===== config.mk =====
export PLATFORM = sky130hd
export DESIGN_NAME = asbrp_core
export DESIGN_NICKNAME = d
export VERILOG_FILES = /design/src/core/asbrp_pkg.sv /design/src/core/asbrp_core.sv /design/src/core/asbrp_pulse.sv
export SDC_FILE = /design/constraint.sdc
export NUM_CORES = 1
export LEC_CHECK = 0
export ABC_AREA = 0
export BUFFER_PORTS_ARGS = -buffer_cell sky130_fd_sc_hd__clkbuf_2
export CAP_MARGIN = 20
export CORE_MARGIN = 2
export CORE_UTILIZATION = 59
export DETAILED_ROUTE_END_ITERATION = 10
export GPL_TIMING_DRIVEN = 0
export HOLD_SLACK_MARGIN = 0.12
export PLACE_DENSITY = 0.88
export SYNTH_ARGS = -nofsm -noshare
export SYNTH_HDL_FRONTEND = slang
export SYNTH_SLANG_ARGS = --single-unit
export TNS_END_PERCENT = 30

===== constraint.sdc =====
create_clock -name core_clk -period 3.95 [get_ports core_clk]
set_clock_uncertainty 0.05 [all_clocks]
set_input_delay 0.1975 -clock core_clk [delete_from_list [all_inputs] [get_ports core_clk]]
set_output_delay 0.1975 -clock core_clk [all_outputs]
set_load 0.02 [all_outputs]

===== src/core/asbrp_pkg.sv =====
// constants and carrier types for the sample-trigger / busy / result-read port
// assumes a single 20 MHz core clock and synchronous, active-high reset
//
// Behaviour
// - rising trigger edge launches an internal start pulse lasting 1 us
// - falling trigger edge starts conversion only while internal start pulse is low
// - device fully powered within 1 us of rising edge; host waits that long
// - a started conversion completes with result available within 4.5 us
// - busy rises no later than 30 ns after trigger falling edge; code raises it at the next 50 ns clock edge instead
// - busy stays high through the conversion and drops when it ends
// - result bus undriven except while chip select and read strobe are both low
// - valid result on bus within 10 ns of read strobe low with select low
// - bus released within 10 ns of read strobe returning high
// - trigger level sampled at conversion end chooses power-down or stay powered
// - eight three-state result outputs carry result bits 0 to 7
// - after supply comes up the device sits powered down until a rising edge
`default_nettype none

package asbrp_pkg;

  localparam int unsigned CLK_PERIOD_NS     = 50;
  localparam int unsigned START_PULSE_NS    = 1000;
  localparam int unsigned POWER_UP_NS       = 1000;
  localparam int unsigned CONV_TIME_NS      = 4500;
  localparam int unsigned BUSY_DELAY_NS     = 30;
  // least times round up, longest times round down, never under one cycle
  localparam int unsigned START_PULSE_CYC   = (START_PULSE_NS + CLK_PERIOD_NS - 1) / CLK_PERIOD_NS;
  localparam int unsigned POWER_UP_CYC      = (POWER_UP_NS / CLK_PERIOD_NS) > 0 ? POWER_UP_NS / CLK_PERIOD_NS : 1;
  localparam int unsigned CONV_CYC          = (CONV_TIME_NS / CLK_PERIOD_NS) > 0 ? CONV_TIME_NS / CLK_PERIOD_NS : 1;
  localparam int unsigned BUSY_DELAY_CYC    = (BUSY_DELAY_NS / CLK_PERIOD_NS) > 0 ? BUSY_DELAY_NS / CLK_PERIOD_NS : 1;

  localparam int unsigned CNT_W             = 8;
  localparam int unsigned RESULT_W          = 8;
  localparam logic [RESULT_W-1:0] RESULT_RST = 8'h00;

  typedef enum logic [3:0] {
    ASBRP_OFF  = 4'h1,
    ASBRP_WAKE = 4'h2,
    ASBRP_IDLE = 4'h4,
    ASBRP_CONV = 4'h8
  } asbrp_state_t;

  // host-side read strobes
  typedef struct packed {
    logic chip_sel_n;
    logic read_n;
  } asbrp_rd_t;

  // three-state result bus as output value plus enable
  typedef struct packed {
    logic [RESULT_W-1:0] data;
    logic                oe;
  } asbrp_bus_t;

endpackage : asbrp_pkg

`default_nettype wire


===== src/core/asbrp_core.sv =====
// converter control: trigger edges, power state, busy, latched result and read port
// assumes synchronous inputs; conversion result arrives from the analog side as sar_code
`default_nettype none

module asbrp_core
  import asbrp_pkg::*;
#(
  parameter int unsigned CONV_LEN = CONV_CYC,
  parameter int unsigned WAKE_LEN = POWER_UP_CYC
) (
  input  wire logic                core_clk,
  input  wire logic                reset,
  input  wire logic                sample_trigger_n,
  input  wire asbrp_rd_t           rd,
  input  wire logic [RESULT_W-1:0] sar_code,
  output logic                     busy,
  output logic                     powered,
  output logic [RESULT_W-1:0]      result_bus_o,
  output logic [RESULT_W-1:0]      result_bus_oe
);

  logic             trig_d_r;
  logic             trig_rise;
  logic             trig_fall;
  logic             start_pulse;
  logic             conv_go;
  logic             conv_done;
  logic [CNT_W-1:0] cnt_r;
  asbrp_state_t     state_r;
  logic [RESULT_W-1:0] result_r;
  asbrp_bus_t       bus;

  // last cycle at which busy may still be seen low again after a start
  localparam int CONV_END = CONV_LEN + 1;

  // idle-high so a trigger held high at reset release is not seen as a rising edge
  always_ff @(posedge core_clk) begin
    if (reset) begin
      trig_d_r <= 1'b1;
    end else begin
      trig_d_r <= sample_trigger_n;
    end
  end

  assign trig_rise = sample_trigger_n & ~trig_d_r;
  assign trig_fall = ~sample_trigger_n & trig_d_r;

  asbrp_pulse #(
    .LEN (START_PULSE_CYC)
  ) u_start_pulse (
    .core_clk (core_clk),
    .reset    (reset),
    .fire     (trig_rise),
    .active   (start_pulse)
  );

  // a fall during the internal pulse is ignored, not deferred
  assign conv_go   = trig_fall & ~start_pulse & (state_r == ASBRP_IDLE);
  assign conv_done = (state_r == ASBRP_CONV) && (cnt_r == CNT_W'(1));

  always_ff @(posedge core_clk) begin
    if (reset) begin
      state_r <= ASBRP_OFF;
      cnt_r   <= '0;
    end else begin
      case (state_r)
        ASBRP_OFF: begin
          if (trig_rise) begin
            state_r <= ASBRP_WAKE;
            cnt_r   <= CNT_W'(WAKE_LEN);
          end
        end
        ASBRP_WAKE: begin
          // leave one count early so powered shows within the wake time of the pin edge
          if (cnt_r <= CNT_W'(2)) begin
            state_r <= ASBRP_IDLE;
            cnt_r   <= '0;
          end else begin
            cnt_r <= cnt_r - 1'b1;
          end
        end
        ASBRP_IDLE: begin
          if (conv_go) begin
            state_r <= ASBRP_CONV;
            cnt_r   <= CNT_W'(CONV_LEN);
          end
        end
        ASBRP_CONV: begin
          if (conv_done) begin
            cnt_r <= '0;
            // trigger level at the end picks power-down or high-speed mode
            if (sample_trigger_n) begin
              state_r <= ASBRP_IDLE;
            end else begin
              state_r <= ASBRP_OFF;
            end
          end else begin
            cnt_r <= cnt_r - 1'b1;
          end
        end
        default: begin
          state_r <= ASBRP_OFF;
          cnt_r   <= '0;
        end
      endcase
    end
  end

  // busy is combinational on the state so it rises in the cycle after the fall
  assign busy    = (state_r == ASBRP_CONV);
  assign powered = (state_r == ASBRP_IDLE) || (state_r == ASBRP_CONV);

  always_ff @(posedge core_clk) begin
    if (reset) begin
      result_r <= RESULT_RST;
    end else if (conv_done) begin
      result_r <= sar_code;
    end
  end

  // bus enable follows the strobes directly: no clock latency on access or release
  always_comb begin
    bus.data = result_r;
    bus.oe   = ~rd.chip_sel_n & ~rd.read_n;
  end

  assign result_bus_o  = bus.data;
  assign result_bus_oe = {RESULT_W{bus.oe}};

  busy_rise_a: assert property (@(posedge core_clk) disable iff (reset)
    conv_go |=> busy) else $error("busy late after trigger fall");

  busy_len_a: assert property (@(posedge core_clk) disable iff (reset)
    $rose(busy) |-> busy [*8]) else $error("busy dropped early");

  conv_bound_a: assert property (@(posedge core_clk) disable iff (reset)
    conv_go |-> ##[1:CONV_END] !busy) else $error("conversion overran");

  pulse_block_a: assert property (@(posedge core_clk) disable iff (reset)
    (trig_fall && start_pulse) |=> !busy || $past(busy)) else $error("start during pulse");

  pulse_len_a: assert property (@(posedge core_clk) disable iff (reset)
    trig_rise |=> start_pulse [*8]) else $error("start pulse too short");

  wake_time_a: assert property (@(posedge core_clk) disable iff (reset)
    (state_r == ASBRP_OFF && trig_rise) |-> ##20 powered) else $error("power-up late");

  bus_drive_a: assert property (@(posedge core_clk) disable iff (reset)
    bus.oe == (!rd.chip_sel_n && !rd.read_n)) else $error("bus enable wrong");

  pd_mode_a: assert property (@(posedge core_clk) disable iff (reset)
    (conv_done && !sample_trigger_n) |=> !powered) else $error("no power-down");

  stay_on_a: assert property (@(posedge core_clk) disable iff (reset)
    (conv_done && sample_trigger_n) |=> powered) else $error("powered down wrongly");

  hold_result_a: assert property (@(posedge core_clk) disable iff (reset)
    !conv_done |=> result_r == $past(result_r)) else $error("result changed");

endmodule : asbrp_core

`default_nettype wire


===== src/core/asbrp_pulse.sv =====
// one-shot: fixed-length pulse from a one-cycle trigger, retriggerable
// assumes core clock domain, synchronous active-high reset
`default_nettype none

module asbrp_pulse
  import asbrp_pkg::*;
#(
  parameter int unsigned LEN = START_PULSE_CYC
) (
  input  wire logic core_clk,
  input  wire logic reset,
  input  wire logic fire,
  output logic      active
);

  logic [CNT_W-1:0] cnt_r;

  always_ff @(posedge core_clk) begin
    if (reset) begin
      cnt_r <= '0;
    end else if (fire) begin
      cnt_r <= CNT_W'(LEN);
    end else if (cnt_r != '0) begin
      cnt_r <= cnt_r - 1'b1;
    end
  end

  assign active = (cnt_r != '0);

endmodule : asbrp_pulse

`default_nettype wire


* Yosys cells after proc, flatten, opt, wreduce, memory -nomap -nowiden *
Index checks and enable logic that the tools add are counted.

cells by class
  bitwise operators = 10
  shift-type cells = 0
  div/mod/pow operators = 0
  reduce and logical (&&, ||, !) cells = 7
  muxes and demuxes = 13
  add/sub/neg operators = 2
  multipliers = 0
  equality and inequality tests = 9
  $lt $le $gt $ge = 1

operators with widths
  kind                                                             count
  two-way mux 8 bit                                                4
  case mux 8 bit (4 select lines)                                  1
  two-way mux 4 bit                                                4
  case mux 4 bit (4 select lines)                                  1
  subtractor 8 x 1 -> 8 bit (second input constant)                2
  two-way mux 5 bit                                                2
  equality test 8 x 1 -> 1 bit (second input constant)             1
  less-or-equal comparator 8 x 2 -> 1 bit (second input constant)  1
  nonzero test 8 bit                                               1
  != test 2 bit (second input constant)                            3
  bitwise AND 1 bit                                                5
  NOT 1 bit                                                        5
  equality test 4 x 1 -> 1 bit (second input constant)             1
  equality test 4 x 2 -> 1 bit (second input constant)             1
  equality test 4 x 3 -> 1 bit (second input constant)             1
  equality test 4 bit (second input constant)                      1
  AND reduction 4 bit                                              1
  two-way mux 3 bit                                                1
  != test 2 x 1 -> 1 bit (second input constant)                   1
  AND reduction 2 bit                                              1
  nonzero test 2 bit                                               1
  OR reduction 2 bit                                               1
  logical AND 1 bit                                                1
  logical OR 1 bit                                                 1

word-level totals
  memories kept = 0
  bits in latches = 0
  RAM bits = 0
  flip-flop bits (word level) = 29
  word-level logic and storage cells = 48
  memory bits (read-only) = 0
  output and inout bits = 18

* Longest topological paths before layout *
Gate-level depths: netlist (run 1).

  depth in word-level cells = 6
  gate-level depth with buffers = 8
  depth with buffers taken out = 7

* Modules after synthesis *
From an unflattened synthesis (run 1), not the netlist that was laid out.

second synthesis, totals
  cells, all modules = 200
  area total of the unflattened synthesis = 1806.7 um^2

by module, submodules not included
  module       area an instance (um^2)  times used  cells an instance
  asbrp_core   1378.8                   1           153
  asbrp_pulse  427.9                    1           47

* Worst setup path after synthesis (run 1) *
No wires, ideal clock.

  path kind = register to register
  start = reg cnt_r[5]
  end = reg cnt_r[2]
  stages on the path, launching flop included = 7
  library setup time = 0.124 ns
  period minus slack after synthesis = 1.855 ns
  data arrival time = 1.681 ns
  path slack = 2.095 ns
  cells stage by stage = dfxtp_1 or3_4 or4_4 a31o_2 buf_6 o211ai_2 a31oi_1

on the way
  longest elaborated chain between the ends = 4
  elaborated cells between the ends (all ways) = 6
  those cells by class = order compare (1); eq/ne (1); mux (3); reduce/logical (1)

ends and longest elaborated chain
  what                                                                             line              text
  from (decl)                                                                      asbrp_core.sv:28  logic [CNT_W-1:0] cnt_r;
  from (signal assigned)                                                           asbrp_core.sv:70  cnt_r <= CNT_W'(WAKE_LEN);
  from (signal assigned)                                                           asbrp_core.sv:79  cnt_r <= cnt_r - 1'b1;
  from (signal assigned)                                                           asbrp_core.sv:85  cnt_r <= CNT_W'(CONV_LEN);
  branches (longest 3 deep; another with less-or-equal comparator 8 x 2 -> 1 bit)  n/a
  case mux 8 bit (4 select lines) *                                                asbrp_core.sv:66  case (state_r)

Every way passes the cells marked *.
A chain may end at the register's enable or synchronous reset.

* Final worst setup path (run 1) *
  start = reg state_r[3]
  end = out powered

on the way
  longest elaborated chain between the ends = 2
  elaborated cells between the ends (all ways) = 3
  those cells by class = eq/ne (2); reduce/logical (1)

ends and longest elaborated chain
  what                                                                        line               text
  from (decl)                                                                 asbrp_core.sv:29   asbrp_state_t state_r;
  from (signal assigned)                                                      asbrp_core.sv:63   state_r <= ASBRP_OFF;
  from (signal assigned)                                                      asbrp_core.sv:69   state_r <= ASBRP_WAKE;
  from (signal assigned)                                                      asbrp_core.sv:76   state_r <= ASBRP_IDLE;
  equality test 4 x 3 -> 1 bit / equality test 4 bit (equally long branches)  asbrp_core.sv:111  assign powered = (state_r == ASBRP_IDLE) || (state_r == ASBRP_CONV);
  logical OR 1 bit *                                                          asbrp_core.sv:111
  to (decl)                                                                   asbrp_core.sv:17   output logic powered,

Mark *: on every way between the ends. The rest lies on a longest branch, timed or not.

==> results of run 1 <==
synthesized netlist by cell type (2+ instances only):
| master | instances | share of area (%) |
|---|---|---|
| nand2b_1 | 3 | 1.1 |
| nor4_1 | 2 | 0.76 |
| a311oi_1 | 3 | 1.6 |
| o2bb2ai_1 | 3 | 1.6 |
| nor4b_1 | 2 | 1.1 |
| ha_1 | 5 | 3.8 |
| mux2i_1 | 8 | 4.9 |
| buf_4 | 7 | 3.2 |
| nor2_1 | 30 | 6.9 |
| nand3_1 | 7 | 2.1 |
| nor4b_4 | 2 | 2.9 |
| nor2b_1 | 2 | 0.76 |
| buf_6 | 5 | 3.4 |
| xor2_1 | 5 | 2.7 |
| a211oi_1 | 3 | 1.4 |
| or3_4 | 2 | 1.4 |
| inv_1 | 9 | 2.1 |
| dfxtp_1 | 29 | 35 |
| xnor2_1 | 6 | 3.2 |
| a21oi_1 | 16 | 4.9 |
| o21ai_0 | 3 | 0.92 |
| nor3b_1 | 2 | 0.92 |
| or2_2 | 3 | 1.1 |
| nand2_1 | 5 | 1.1 |
how the worst max path moves through the flow:
stage                     cells past startpoint                      end  slack (ps)               startpoint
after detailed placement                      4  state_r[0]$_SDFFE_PP1P_        1700  state_r[3]$_SDFFE_PP0P_
after global routing                          5  state_r[0]$_SDFFE_PP1P_        1420  state_r[2]$_SDFFE_PP0P_
after floorplan                               6    cnt_r[2]$_SDFFE_PP0P_        2090    cnt_r[5]$_SDFFE_PP0P_
after global placement                        5  state_r[0]$_SDFFE_PP1P_        1670  state_r[0]$_SDFFE_PP1P_
final                                         3                  powered        1530  state_r[3]$_SDFFE_PP0P_
after CTS                                     3                  powered        1590  state_r[3]$_SDFFE_PP0P_
per-stage QoR:
step | worst slack (ps) | hold WS (ps) | total power, mW | cells | util [%]
detailed placement | 1701 | 395.6 | 1.075 | 241 | 68.00
floorplan | 2095 | 254.1 | 0.9545 | 180 | -
CTS | 1594 | 186.0 | 1.343 | 258 | 74.48
global route | 1425 | 192.5 | 1.455 | 258 | 74.48
global placement | 1671 | 374.2 | 1.052 | 241 | 68.00
finish | 1530 | 200.9 | 1.357 | 258 | 74.48
layer usage:
layer | GRT usage, % | vias up | wire, um
li1 | - | 717 | -
met1 | 31.71 | 708 | 1731
met2 | 46.18 | 69 | 1944
met3 | 6.682 | 14 | 271
met4 | 13.61 | 0 | 133
met5 | 0 | - | 0
worst register-to-register path: stages (launching register included):
cell	delay [ps]
dfxtp_1	420
nor4b_1	1010
a211oi_1	230
a2111oi_0	470
o21bai_1	120
final cells by class:
type | instances | area, um^2 | share of cell area [%]
Clock inverter | 3 | 46.29 | 2.314
Multi-Input combinational cell | 129 | 910.9 | 45.53
Inverter | 9 | 33.78 | 1.689
Buffer | 13 | 112.6 | 5.629
Tap cell | 31 | 38.79 | 1.939
Clock buffer | 5 | 37.54 | 1.876
Timing Repair Buffer | 39 | 240.2 | 12.01
Sequential cell | 29 | 580.6 | 29.02
state kept, by name, summed over array words and instances (netlist names):
register / flops
cnt_r: 8
result_bus_o: 8
state_r: 4
trig_d_r: 1
u_start_pulse.cnt_r: 8
kinds of logic after synthesis:
group           share of synthesized area, %
simple gates                           23.99
compound gates                         17.04
flops                                  35.45
buf+inv                                8.937
xor+xnor                               5.882
mux                                    4.889
fa+ha+maj                              3.820
where the power goes:
group | total [mW] | internal (mW) | switching, mW
registers | 0.413 | 0.356 | 0.0570
logic | 0.688 | 0.301 | 0.388
clock network | 0.256 | 0.134 | 0.122
==> out/metrics.cfg, run 1 <==
[timing]
hold_viol_final = 0
max-slew-margin-rel_pct = 22.93
tightestPinTransition_ps = 1140
rsz0062_at_grt = no
tns_ps = 0
fmax_mhz = 413.1
finalCriticalPeriod_ps = 2420
setup_viol_count_final = 0
period_share_pct = 61.28
drv_slew = 0

[power_and_ir_drop]
pwr_density_cell_nw_per_um2 = 678.2
total_leakage_power_nw = 0.8881
vdd_ir_drop_max_mv = 0.5191

[setup_path]
r2r-start = state_r[3]$_SDFFE_PP0P_
critPathTopFamily = simple AND/OR/NAND/NOR gates
r2r-end = state_r[0]$_SDFFE_PP1P_
critPathLaunchType = register
crit_path_cell_trace = nor4b_1, or2_2, clkbuf_2
crit_required_ps = 3700
critPathMaxFanout = 7
slowest_stage = nor4b_1
worstSetupPathType = register to output port
arrival_ps = 2170
crit_buf_inv = 1
endpoint_kind = output port
ff2ff_setup_slack_ps = 1550
worst-r2r-cell-count = 4
cpPeakStageDelay_ps = 1010

[outcome]
outcome = finished, final reports clean

[clocking]
clkTransAtPathRegs_ps = 100
cts_max_level = 2
cts_resized = 0
cts_tree = yes
cts.sinks = 29
cts_inserted_buffers = 5
cts_max_path_buffers = 2
clk_latency_ps = 350
cts-root-buf = clkbuf_4
cts_hold_buf = 9
cts_setup_buffers = 0

[global_route]
grt_pass1_vias = 1485
grt_pass1_wl_um = 6706
grt_overflow_total = 0
track_usage_pct = 27.27
antenna_found_initial = 0
grt_max_degree = 12

[die]
std_cell_rows = 19
die_area_um2 = 3213
pin_count = 31
fp.dieH_um = 56.69
die_w_um = 56.69
fp.coreArea_um2 = 2686
initial_core_util_pct = 60.97

[logic_synthesis]
syn_nets = 198
synth_warnings = 0
ys.flop_type = dfxtp_1
synth_seq_cells = 29
seq_area_frac_synth_pct = 35.45
synth.cell_area_um2 = 1638
syn_avg_cell_area_um2 = 9.099
synthCells = 180
synth_cell_type_count = 42
synthArstFlopShare_pct = 0
synth_edf_count = 0

[layout]
final_area_um2 = 2001
num-fill-cells = 174
layout-drive-gt1-share_pct = 29.07
antenna_cells = 0
final_cell_mix = nor2_1, clkbuf_2, dfxtp_1
area_growth_pct = 22.15
layout.nets = 244

[min_path]
hold_path.class = input port to register
hold_end = state_r[3]$_SDFFE_PP0P_
hold_depth = 3
min_from = reset

[placed_design]
placed_area_um2 = 1827
gp_congestion = 0.8545
numPortBuffers = 30
dp_hpwl_um = 2539

[detailed_routing]
final_antenna_net_count = 0
first_iter_violations = 56
first_pass_iters = 4
vias = 1508
totalWireLength_um = 4080
drc = 0
routedWlPerCell_um = 15.81
via_per_inst = 5.845

[job]
maxCapViolCount = 0

Power figures use the tool's default switching activity.
==> run 2: changes to the inputs <==
- ABC_AREA: 0 -> 1
- CORE_UTILIZATION: 59 -> 55
- PLACE_DENSITY: 0.88 -> 0.83
- clock period: 3.95 -> 2.3 ns (I/O delays scaled with it)
==> run 2 against run 1 <==
Die area rose by 11%; critical endpoint is now result_bus_o[2]$_SDFFE_PP0P_; largest power group unchanged; highest routed layer unchanged; clock-buffer cell count grew 2; worst hold slack gained 240 ps; core utilization fell by 4.6 points.
==> out/metrics.cfg, run 2 <==
[outcome]
outcome = finished, final reports clean

[power_and_ir_drop]
total_leakage_power_nw = 1.032  ; +16%
power.total_mw = 2.379  ; +75%
vdd_ir_drop_max_mv = 0.6117  ; +18%
pwr_density_cell_nw_per_um2 = 1134  ; +67%

[die]
fp.coreArea_um2 = 3003  ; +12%
die_w_um = 59.62  ; +5.2%
fp.dieH_um = 59.62  ; +5.2%
die_area_um2 = 3555  ; +11%
initial_core_util_pct = 56.67  ; -4.3 points
std_cell_rows = 20  ; +1
pin_count = 31  ; unchanged

[logic_synthesis]
syn_avg_cell_area_um2 = 7.003  ; -23%
synthCells = 243  ; +35%
synth-simple-area-share_pct = 36.99  ; +13 points
synth-xor-area-share_pct = 4.118  ; -1.8 points
synth_compound_area_share_pct = 9.779  ; -7.3 points
synth_seq_cells = 29  ; unchanged
synth_top_area_cell = dfxtp_1
synthAdderAreaFrac_pct = 3.676  ; -0.14 points
synth_edf_count = 0  ; unchanged
synth_cell_type_count = 30  ; -29%
synth_top_family_by_area = simple AND/OR/NAND/NOR gates
netlist_top_cells_area = dfxtp_1, nand2_1, nor2_1, inv_1, a21oi_1
synthArstFlopShare_pct = 0  ; unchanged
ys_top_cells_by_count = nand2_1, nor2_1, inv_1
seq_area_frac_synth_pct = 34.12  ; -1.3 points
synth_warnings = 0  ; unchanged
ys.flop_type = dfxtp_1
synth.cell_area_um2 = 1702  ; +3.9%
yosysMostFrequentCell = nand2_1
syn_nets = 261  ; +32%
yosysTopAreaCellShare_pct = 34.12  ; -1.3 points
synthMuxAreaShare_pct = 0  ; -4.9 points

[clocking]
cts_tree = yes
cts_max_level = 2  ; unchanged
cts-root-buf = clkbuf_4
clkTransAtPathRegs_ps = 100  ; about the same
cts.sinks = 29  ; unchanged
clk_latency_ps = 340  ; about the same
cts_resized = 0  ; unchanged
cts_max_path_buffers = 2  ; unchanged
cts_inserted_buffers = 5  ; unchanged

[job]
maxCapViolCount = 0  ; unchanged

[layout]
final_area_um2 = 2098  ; +4.9%
final_cell_mix = nand2_1, nor2_1, inv_1, clkbuf_2, dfxtp_1
final_common_cell = nand2_1
antenna_cells = 0  ; unchanged
final_core_util_pct = 69.88  ; -4.6 points
fin_cells = 326  ; +26%
area_growth_pct = 23.31
layout.nets = 310  ; +27%
layout-drive-gt1-share_pct = 23.21  ; -5.9 points

[detailed_routing]
first_pass_iters = 4  ; unchanged
drc = 0  ; unchanged
totalWireLength_um = 4013  ; -1.6%
first_iter_violations = 112  ; +100%
final_antenna_net_count = 0  ; unchanged
vias = 1681  ; +11%
routedWlPerCell_um = 12.31  ; -22%
via_per_inst = 5.156  ; -12%

[timing]
max-slew-margin-rel_pct = 69.08  ; +46 points
finalCriticalPeriod_ps = 1988
tns_ps = 0  ; unchanged
fin_ws_ps = 312.0  ; -1218 ps
fmax_mhz = 503.0
timing.hold.ws_ps = 443.3  ; +242.4 ps
tightestPinTransition_ps = 462.1  ; -677.8 ps
drv_slew = 0  ; unchanged
hold_viol_final = 0  ; unchanged
rsz0062_at_grt = no
setup_viol_count_final = 0  ; unchanged
period_share_pct = 86.44

[setup_path]
r2r-start = state_r[1]$_SDFFE_PP0P_
arrival_ps = 2180  ; about the same
startpoint = state_r[1]$_SDFFE_PP0P_
critPathMaxFanout = 10  ; +3
critPathLaunchType = register
endpoint_kind = register
r2r-end = result_bus_o[2]$_SDFFE_PP0P_
worst-r2r-cell-count = 8  ; +4
crit_required_ps = 2490  ; -1210 ps
worstSetupPathType = register to register
ff2ff_setup_slack_ps = 310  ; -1240 ps
endpoint = result_bus_o[2]$_SDFFE_PP0P_

[global_route]
grt_max_degree = 11  ; -1
grt_pass1_wl_um = 6541  ; -2.5%
antenna_found_initial = 0  ; unchanged
track_usage_pct = 24.62  ; -2.7 points
grt_overflow_total = 0  ; unchanged
grt_pass1_vias = 1558  ; +4.9%

[min_path]
hold_path.class = register to register

[placed_design]
gp_congestion = 0.8161  ; -4.5%
placed_area_um2 = 1893  ; +3.6%
detailedPlace.worstSlack_ps = 608.2  ; -1093 ps
placedCellCount = 306  ; +27%
dp_hpwl_um = 2809  ; +11%
numPortBuffers = 30  ; unchanged

run 2: cell types whose count changed after synthesis, moves of 4 or more:
cell / before / now
mux2i_1: 8 / 0
nor2_2: 0 / 4
nand4_1: 0 / 5
inv_2: 0 / 4
buf_6: 5 / 0
nor3_1: 1 / 11
o21ai_1: 0 / 8
xnor2_1: 6 / 2
inv_1: 9 / 30
nand2_1: 5 / 53
run 2: power by group:
| group | switching [mW] | internal, mW | leakage (nW) |
|---|---|---|---|
| Sequential | 0.0975 | 0.612 | 0.237 |
| Combinational | 0.780 | 0.448 | 0.750 |
| Clock | 0.182 | 0.259 | 0.0455 |
| Total | 1.06 | 1.32 | 1.03 |
run 2: worst min path at each step:
stage	slack, ps	endpoint	start	cells past startpoint
detailed placement	310	result_bus_o[2]$_SDFFE_PP0P_	sar_code[2]	3
finish	440	u_start_pulse.cnt_r[0]$_SDFFE_PP0P_	u_start_pulse.cnt_r[0]$_SDFFE_PP0P_	2
global route	470	u_start_pulse.cnt_r[0]$_SDFFE_PP0P_	u_start_pulse.cnt_r[0]$_SDFFE_PP0P_	2
global placement	300	result_bus_o[2]$_SDFFE_PP0P_	sar_code[2]	3
CTS	450	u_start_pulse.cnt_r[0]$_SDFFE_PP0P_	u_start_pulse.cnt_r[0]$_SDFFE_PP0P_	2
floorplan	160	trig_d_r$_SDFF_PP1_	sample_trigger_n	2
run 2: what timing repair did:
action                                 4_1_cts  5_1_grt
buffers inserted                             0        0
hold buffers                                12        0
setup endpoints to repair                    0        0
endpoints found under the hold margin       16        0
run 2: cell families (layout without fill, tap and decap cells):
| family | after synthesis | after routing |
|---|---|---|
| AOI/OAI and AO/OA | 28 | 28 |
| xor gates and xnor gates | 8 | 8 |
| adders and majority gates | 5 | 5 |
| buffers and inverters | 44 | 94 |
| DFF | 29 | 29 |
| and+or+nand+nor | 129 | 129 |
run 2: per-layer routing:
metal / up-vias / GRT usage (%) / part of all wire (%)
li1: 858 / - / -
met1: 758 / 26.85 / 41
met2: 54 / 42.54 / 51
met3: 11 / 6.769 / 5.6
met4: 0 / 13.97 / 2.5
met5: - / 0 / 0
run 2: area by class of cell:
| cell class | instances | area, um^2 |
|---|---|---|
| Sequential cell | 29 | 580.6 |
| Fill cell | 240 | 904.6 |
| Buffer | 10 | 65.06 |
| Multi-Input combinational cell | 170 | 928.4 |
| Clock inverter | 1 | 30.03 |
| Inverter | 34 | 127.6 |
| Timing Repair Buffer | 42 | 270.3 |
| Tap cell | 33 | 41.29 |
| Clock buffer | 7 | 55.05 |
run 2: critical path, stage by stage (launching register included):
cell           delay (ps)
dfxtp_1               330
nor2_1                130
inv_1                  90
nor2_4                200
inv_2                  80
buf_2                 190
nor3_1                210
nor2_1                 70
dlygate4sd3_1         550
==> run 3: changes to the inputs <==
--- a/config.mk
+++ b/config.mk
@@ -8,10 +8,11 @@
 export ABC_AREA = 1
-export BUFFER_PORTS_ARGS = -buffer_cell sky130_fd_sc_hd__clkbuf_2
 export CAP_MARGIN = 20
+export CORE_ASPECT_RATIO = 0.9
 export CORE_MARGIN = 2
-export CORE_UTILIZATION = 55
+export CORE_UTILIZATION = 62
 export DETAILED_ROUTE_END_ITERATION = 10
+export DONT_BUFFER_PORTS = 1
 export GPL_TIMING_DRIVEN = 0
 export HOLD_SLACK_MARGIN = 0.12
-export PLACE_DENSITY = 0.83
+export PLACE_DENSITY = 0.82
 export SYNTH_ARGS = -nofsm -noshare
--- a/constraint.sdc
+++ b/constraint.sdc
@@ -4,2 +4,2 @@
 set_output_delay 0.115 -clock core_clk [all_outputs]
-set_load 0.02 [all_outputs]
+set_load 0.05 [all_outputs]
==> run 3 against run 2 <==
Fmax decreased by 9.7%; flip-flop and latch count did not move; core utilization grew 2.3 points; critical path depth unchanged; clock-buffer cell count unchanged; cell area fell by 7.8%; setup slack worse by 210 ps.
==> out/metrics.cfg, run 3 (synthesized netlist as in run 2, its figures left out) <==
[detailed_routing]
first_pass_iters = 4  ; unchanged
totalWireLength_um = 3649  ; -9.1%
drc = 0  ; unchanged
vias = 1576  ; -6.2%
first_iter_violations = 90  ; -20%
routedWlPerCell_um = 12.41  ; +0.83%
via_per_inst = 5.361  ; +4.0%
final_antenna_net_count = 0  ; unchanged

[power_and_ir_drop]
vdd_ir_drop_max_mv = 0.6346  ; +3.7%
intPower_mw = 1.194  ; -9.5%
p_sw_mw = 1.066  ; +0.61%
sw_frac_of_total_pct = 47.17  ; +2.6 points
p_seq_share_pct = 31.8  ; +2.0 points
clkPwrFrac_pct = 14.3  ; -4.3 points
p_comb_share_pct = 53.9  ; +2.3 points
total_leakage_power_nw = 0.8968  ; -13%
pwr_density_cell_nw_per_um2 = 1168  ; +3.1%

[min_path]
hold_end = cnt_r[6]$_SDFFE_PP0P_
hold_path.class = input port to register
hold_depth = 2  ; unchanged
min_from = reset

[timing]
tns_ps = 0  ; unchanged
finalCriticalPeriod_ps = 2201  ; +212.9 ps
timing.hold.ws_ps = 138.2  ; -305.1 ps
hold_viol_final = 0  ; unchanged
fmax_mhz = 454.4  ; -9.7%
setup_viol_count_final = 0  ; unchanged
max-slew-margin-rel_pct = 62.87  ; -6.2 points
drv_slew = 0  ; unchanged
tightestPinTransition_ps = 556.1  ; +93.99 ps
period_share_pct = 95.69  ; +9.3 points

[setup_path]
crit_required_ps = 2480  ; about the same
r2r-end = result_bus_o[2]$_SDFFE_PP0P_
critPathMaxFanout = 10  ; unchanged
worst-r2r-cell-count = 8  ; unchanged
endpoint_kind = register
ff2ff_setup_slack_ps = 100  ; -210 ps
arrival_ps = 2380  ; +200 ps
worstSetupPathType = register to register
critPathLaunchType = register
r2r-start = state_r[0]$_SDFFE_PP1P_

[global_route]
track_usage_pct = 25.81  ; +1.2 points
antenna_found_initial = 0  ; unchanged
grt_overflow_total = 0  ; unchanged
grt_max_degree = 11  ; unchanged
grt_pass1_wl_um = 6016  ; -8.0%
grt_pass1_vias = 1398  ; -10%

[die]
die_w_um = 59.22  ; -0.67%
std_cell_rows = 18  ; -10%
fp.dieH_um = 53.70  ; -9.9%
fp.coreArea_um2 = 2680  ; -11%
initial_core_util_pct = 63.49  ; +6.8 points
die_area_um2 = 3180  ; -11%
pin_count = 31  ; unchanged

[layout]
antenna_cells = 0  ; unchanged
num-fill-cells = 190  ; -21%
area_growth_pct = 13.68
final_common_cell = nand2_1
multi_input_area_um2 = 930.9  ; +0.27%
layout.area.seq_um2 = 580.6  ; unchanged
layout-drive-gt1-share_pct = 14.77  ; -8.4 points
layout.nets = 282  ; -9.0%
final_cell_mix = nand2_1, nor2_1, inv_1
final_core_util_pct = 72.18  ; +2.3 points
final_area_um2 = 1934  ; -7.8%

[clocking]
clk_latency_ps = 340  ; about the same
cts_max_path_buffers = 2  ; unchanged
cts_inserted_buffers = 5  ; unchanged
cts_max_level = 2  ; unchanged
clkTransAtPathRegs_ps = 90  ; about the same
cts_tree = yes
cts.sinks = 29  ; unchanged
cts-root-buf = clkbuf_4

[placed_design]
gp_congestion = 0.8476  ; +3.9%
dp_hpwl_um = 2415  ; -14%
numPortBuffers = 0  ; -100%
placed_area_um2 = 1750  ; -7.5%

[outcome]
outcome = finished, final reports clean

[job]
maxCapViolCount = 0  ; unchanged

[run 3: cell types whose count changed in the layout (fill, tap and decap cells not counted)]
cell / change
buf_1: +1
clkbuf_2: -30
bufinv_16: -1
nor2_1: -1
buf_2: -1
buf_6: +1
nor2_2: +1
buf_4: +1
[run 3: worst max-delay path by stage]
stage | end | cells past startpoint | slack, ps | from
after floorplan | powered | 6 | 680 | state_r[0]$_SDFFE_PP1P_
after global placement | powered | 6 | 560 | state_r[0]$_SDFFE_PP1P_
after detailed placement | powered | 6 | 550 | state_r[1]$_SDFFE_PP0P_
after CTS | result_bus_o[3]$_SDFFE_PP0P_ | 8 | 80 | state_r[1]$_SDFFE_PP0P_
after global routing | result_bus_o[3]$_SDFFE_PP0P_ | 8 | -5 | state_r[0]$_SDFFE_PP1P_
final | result_bus_o[2]$_SDFFE_PP0P_ | 8 | 100 | state_r[0]$_SDFFE_PP1P_
[run 3: critical path: stages, from the launching register on]
cell           delay (ps)
dfxtp_1               330
nor2_2                120
inv_1                  80
nor2_4                420
inv_2                 110
buf_6                 160
nor3_1                180
nor2_1                 70
dlygate4sd3_1         560
[run 3: power groups by stage]
| stage | combinational, mW | sequential (mW) | clock (mW) |
|---|---|---|---|
| 2_1_floorplan | 1.01 | 0.701 | 0 |
| 3_3_place_gp | 1.16 | 0.719 | 0 |
| 3_5_place_dp | 1.18 | 0.722 | 0 |
| 4_1_cts | 1.21 | 0.711 | 0.327 |
| 5_1_grt | 1.38 | 0.730 | 0.350 |
| 6_report | 1.22 | 0.718 | 0.323 |
[run 3: layer usage]
| metal | track usage (%) | share of wire, % | vias up |
|---|---|---|---|
| met5 | 0 | 0 | - |
| met4 | 10.61 | 1.7 | 0 |
| met1 | 30.06 | 45 | 710 |
| li1 | - | - | 800 |
| met2 | 44.69 | 47 | 58 |
| met3 | 7.212 | 6.4 | 8 |
[run 3: area by class of cell]
| type | instances | area share (%) |
|---|---|---|
| repair buffers | 14 | 6.792 |
| inverters | 34 | 6.598 |
| multi-input cells | 170 | 48.12 |
| well taps | 30 | 1.940 |
| flip-flops and latches | 29 | 30.01 |
| clock buffers | 7 | 2.846 |
| plain buffers | 10 | 3.687 |
[run 3: what timing repair did]
item,CTS,global route
endpoints found under the hold margin,24,0
setup buffers,0,0
setup endpoints to repair,0,2
resized for setup,0,4
hold buffers,12,0
[run 3: stage by stage]
stage	power [mW]	worst slack, ps	cells
after floorplan	1.709	679.7	243
after detailed placement	1.906	545.3	275
final	2.260	99.07	294
after global routing	2.463	-5.371	294
after CTS	2.245	79.03	294
after global placement	1.876	562.7	273
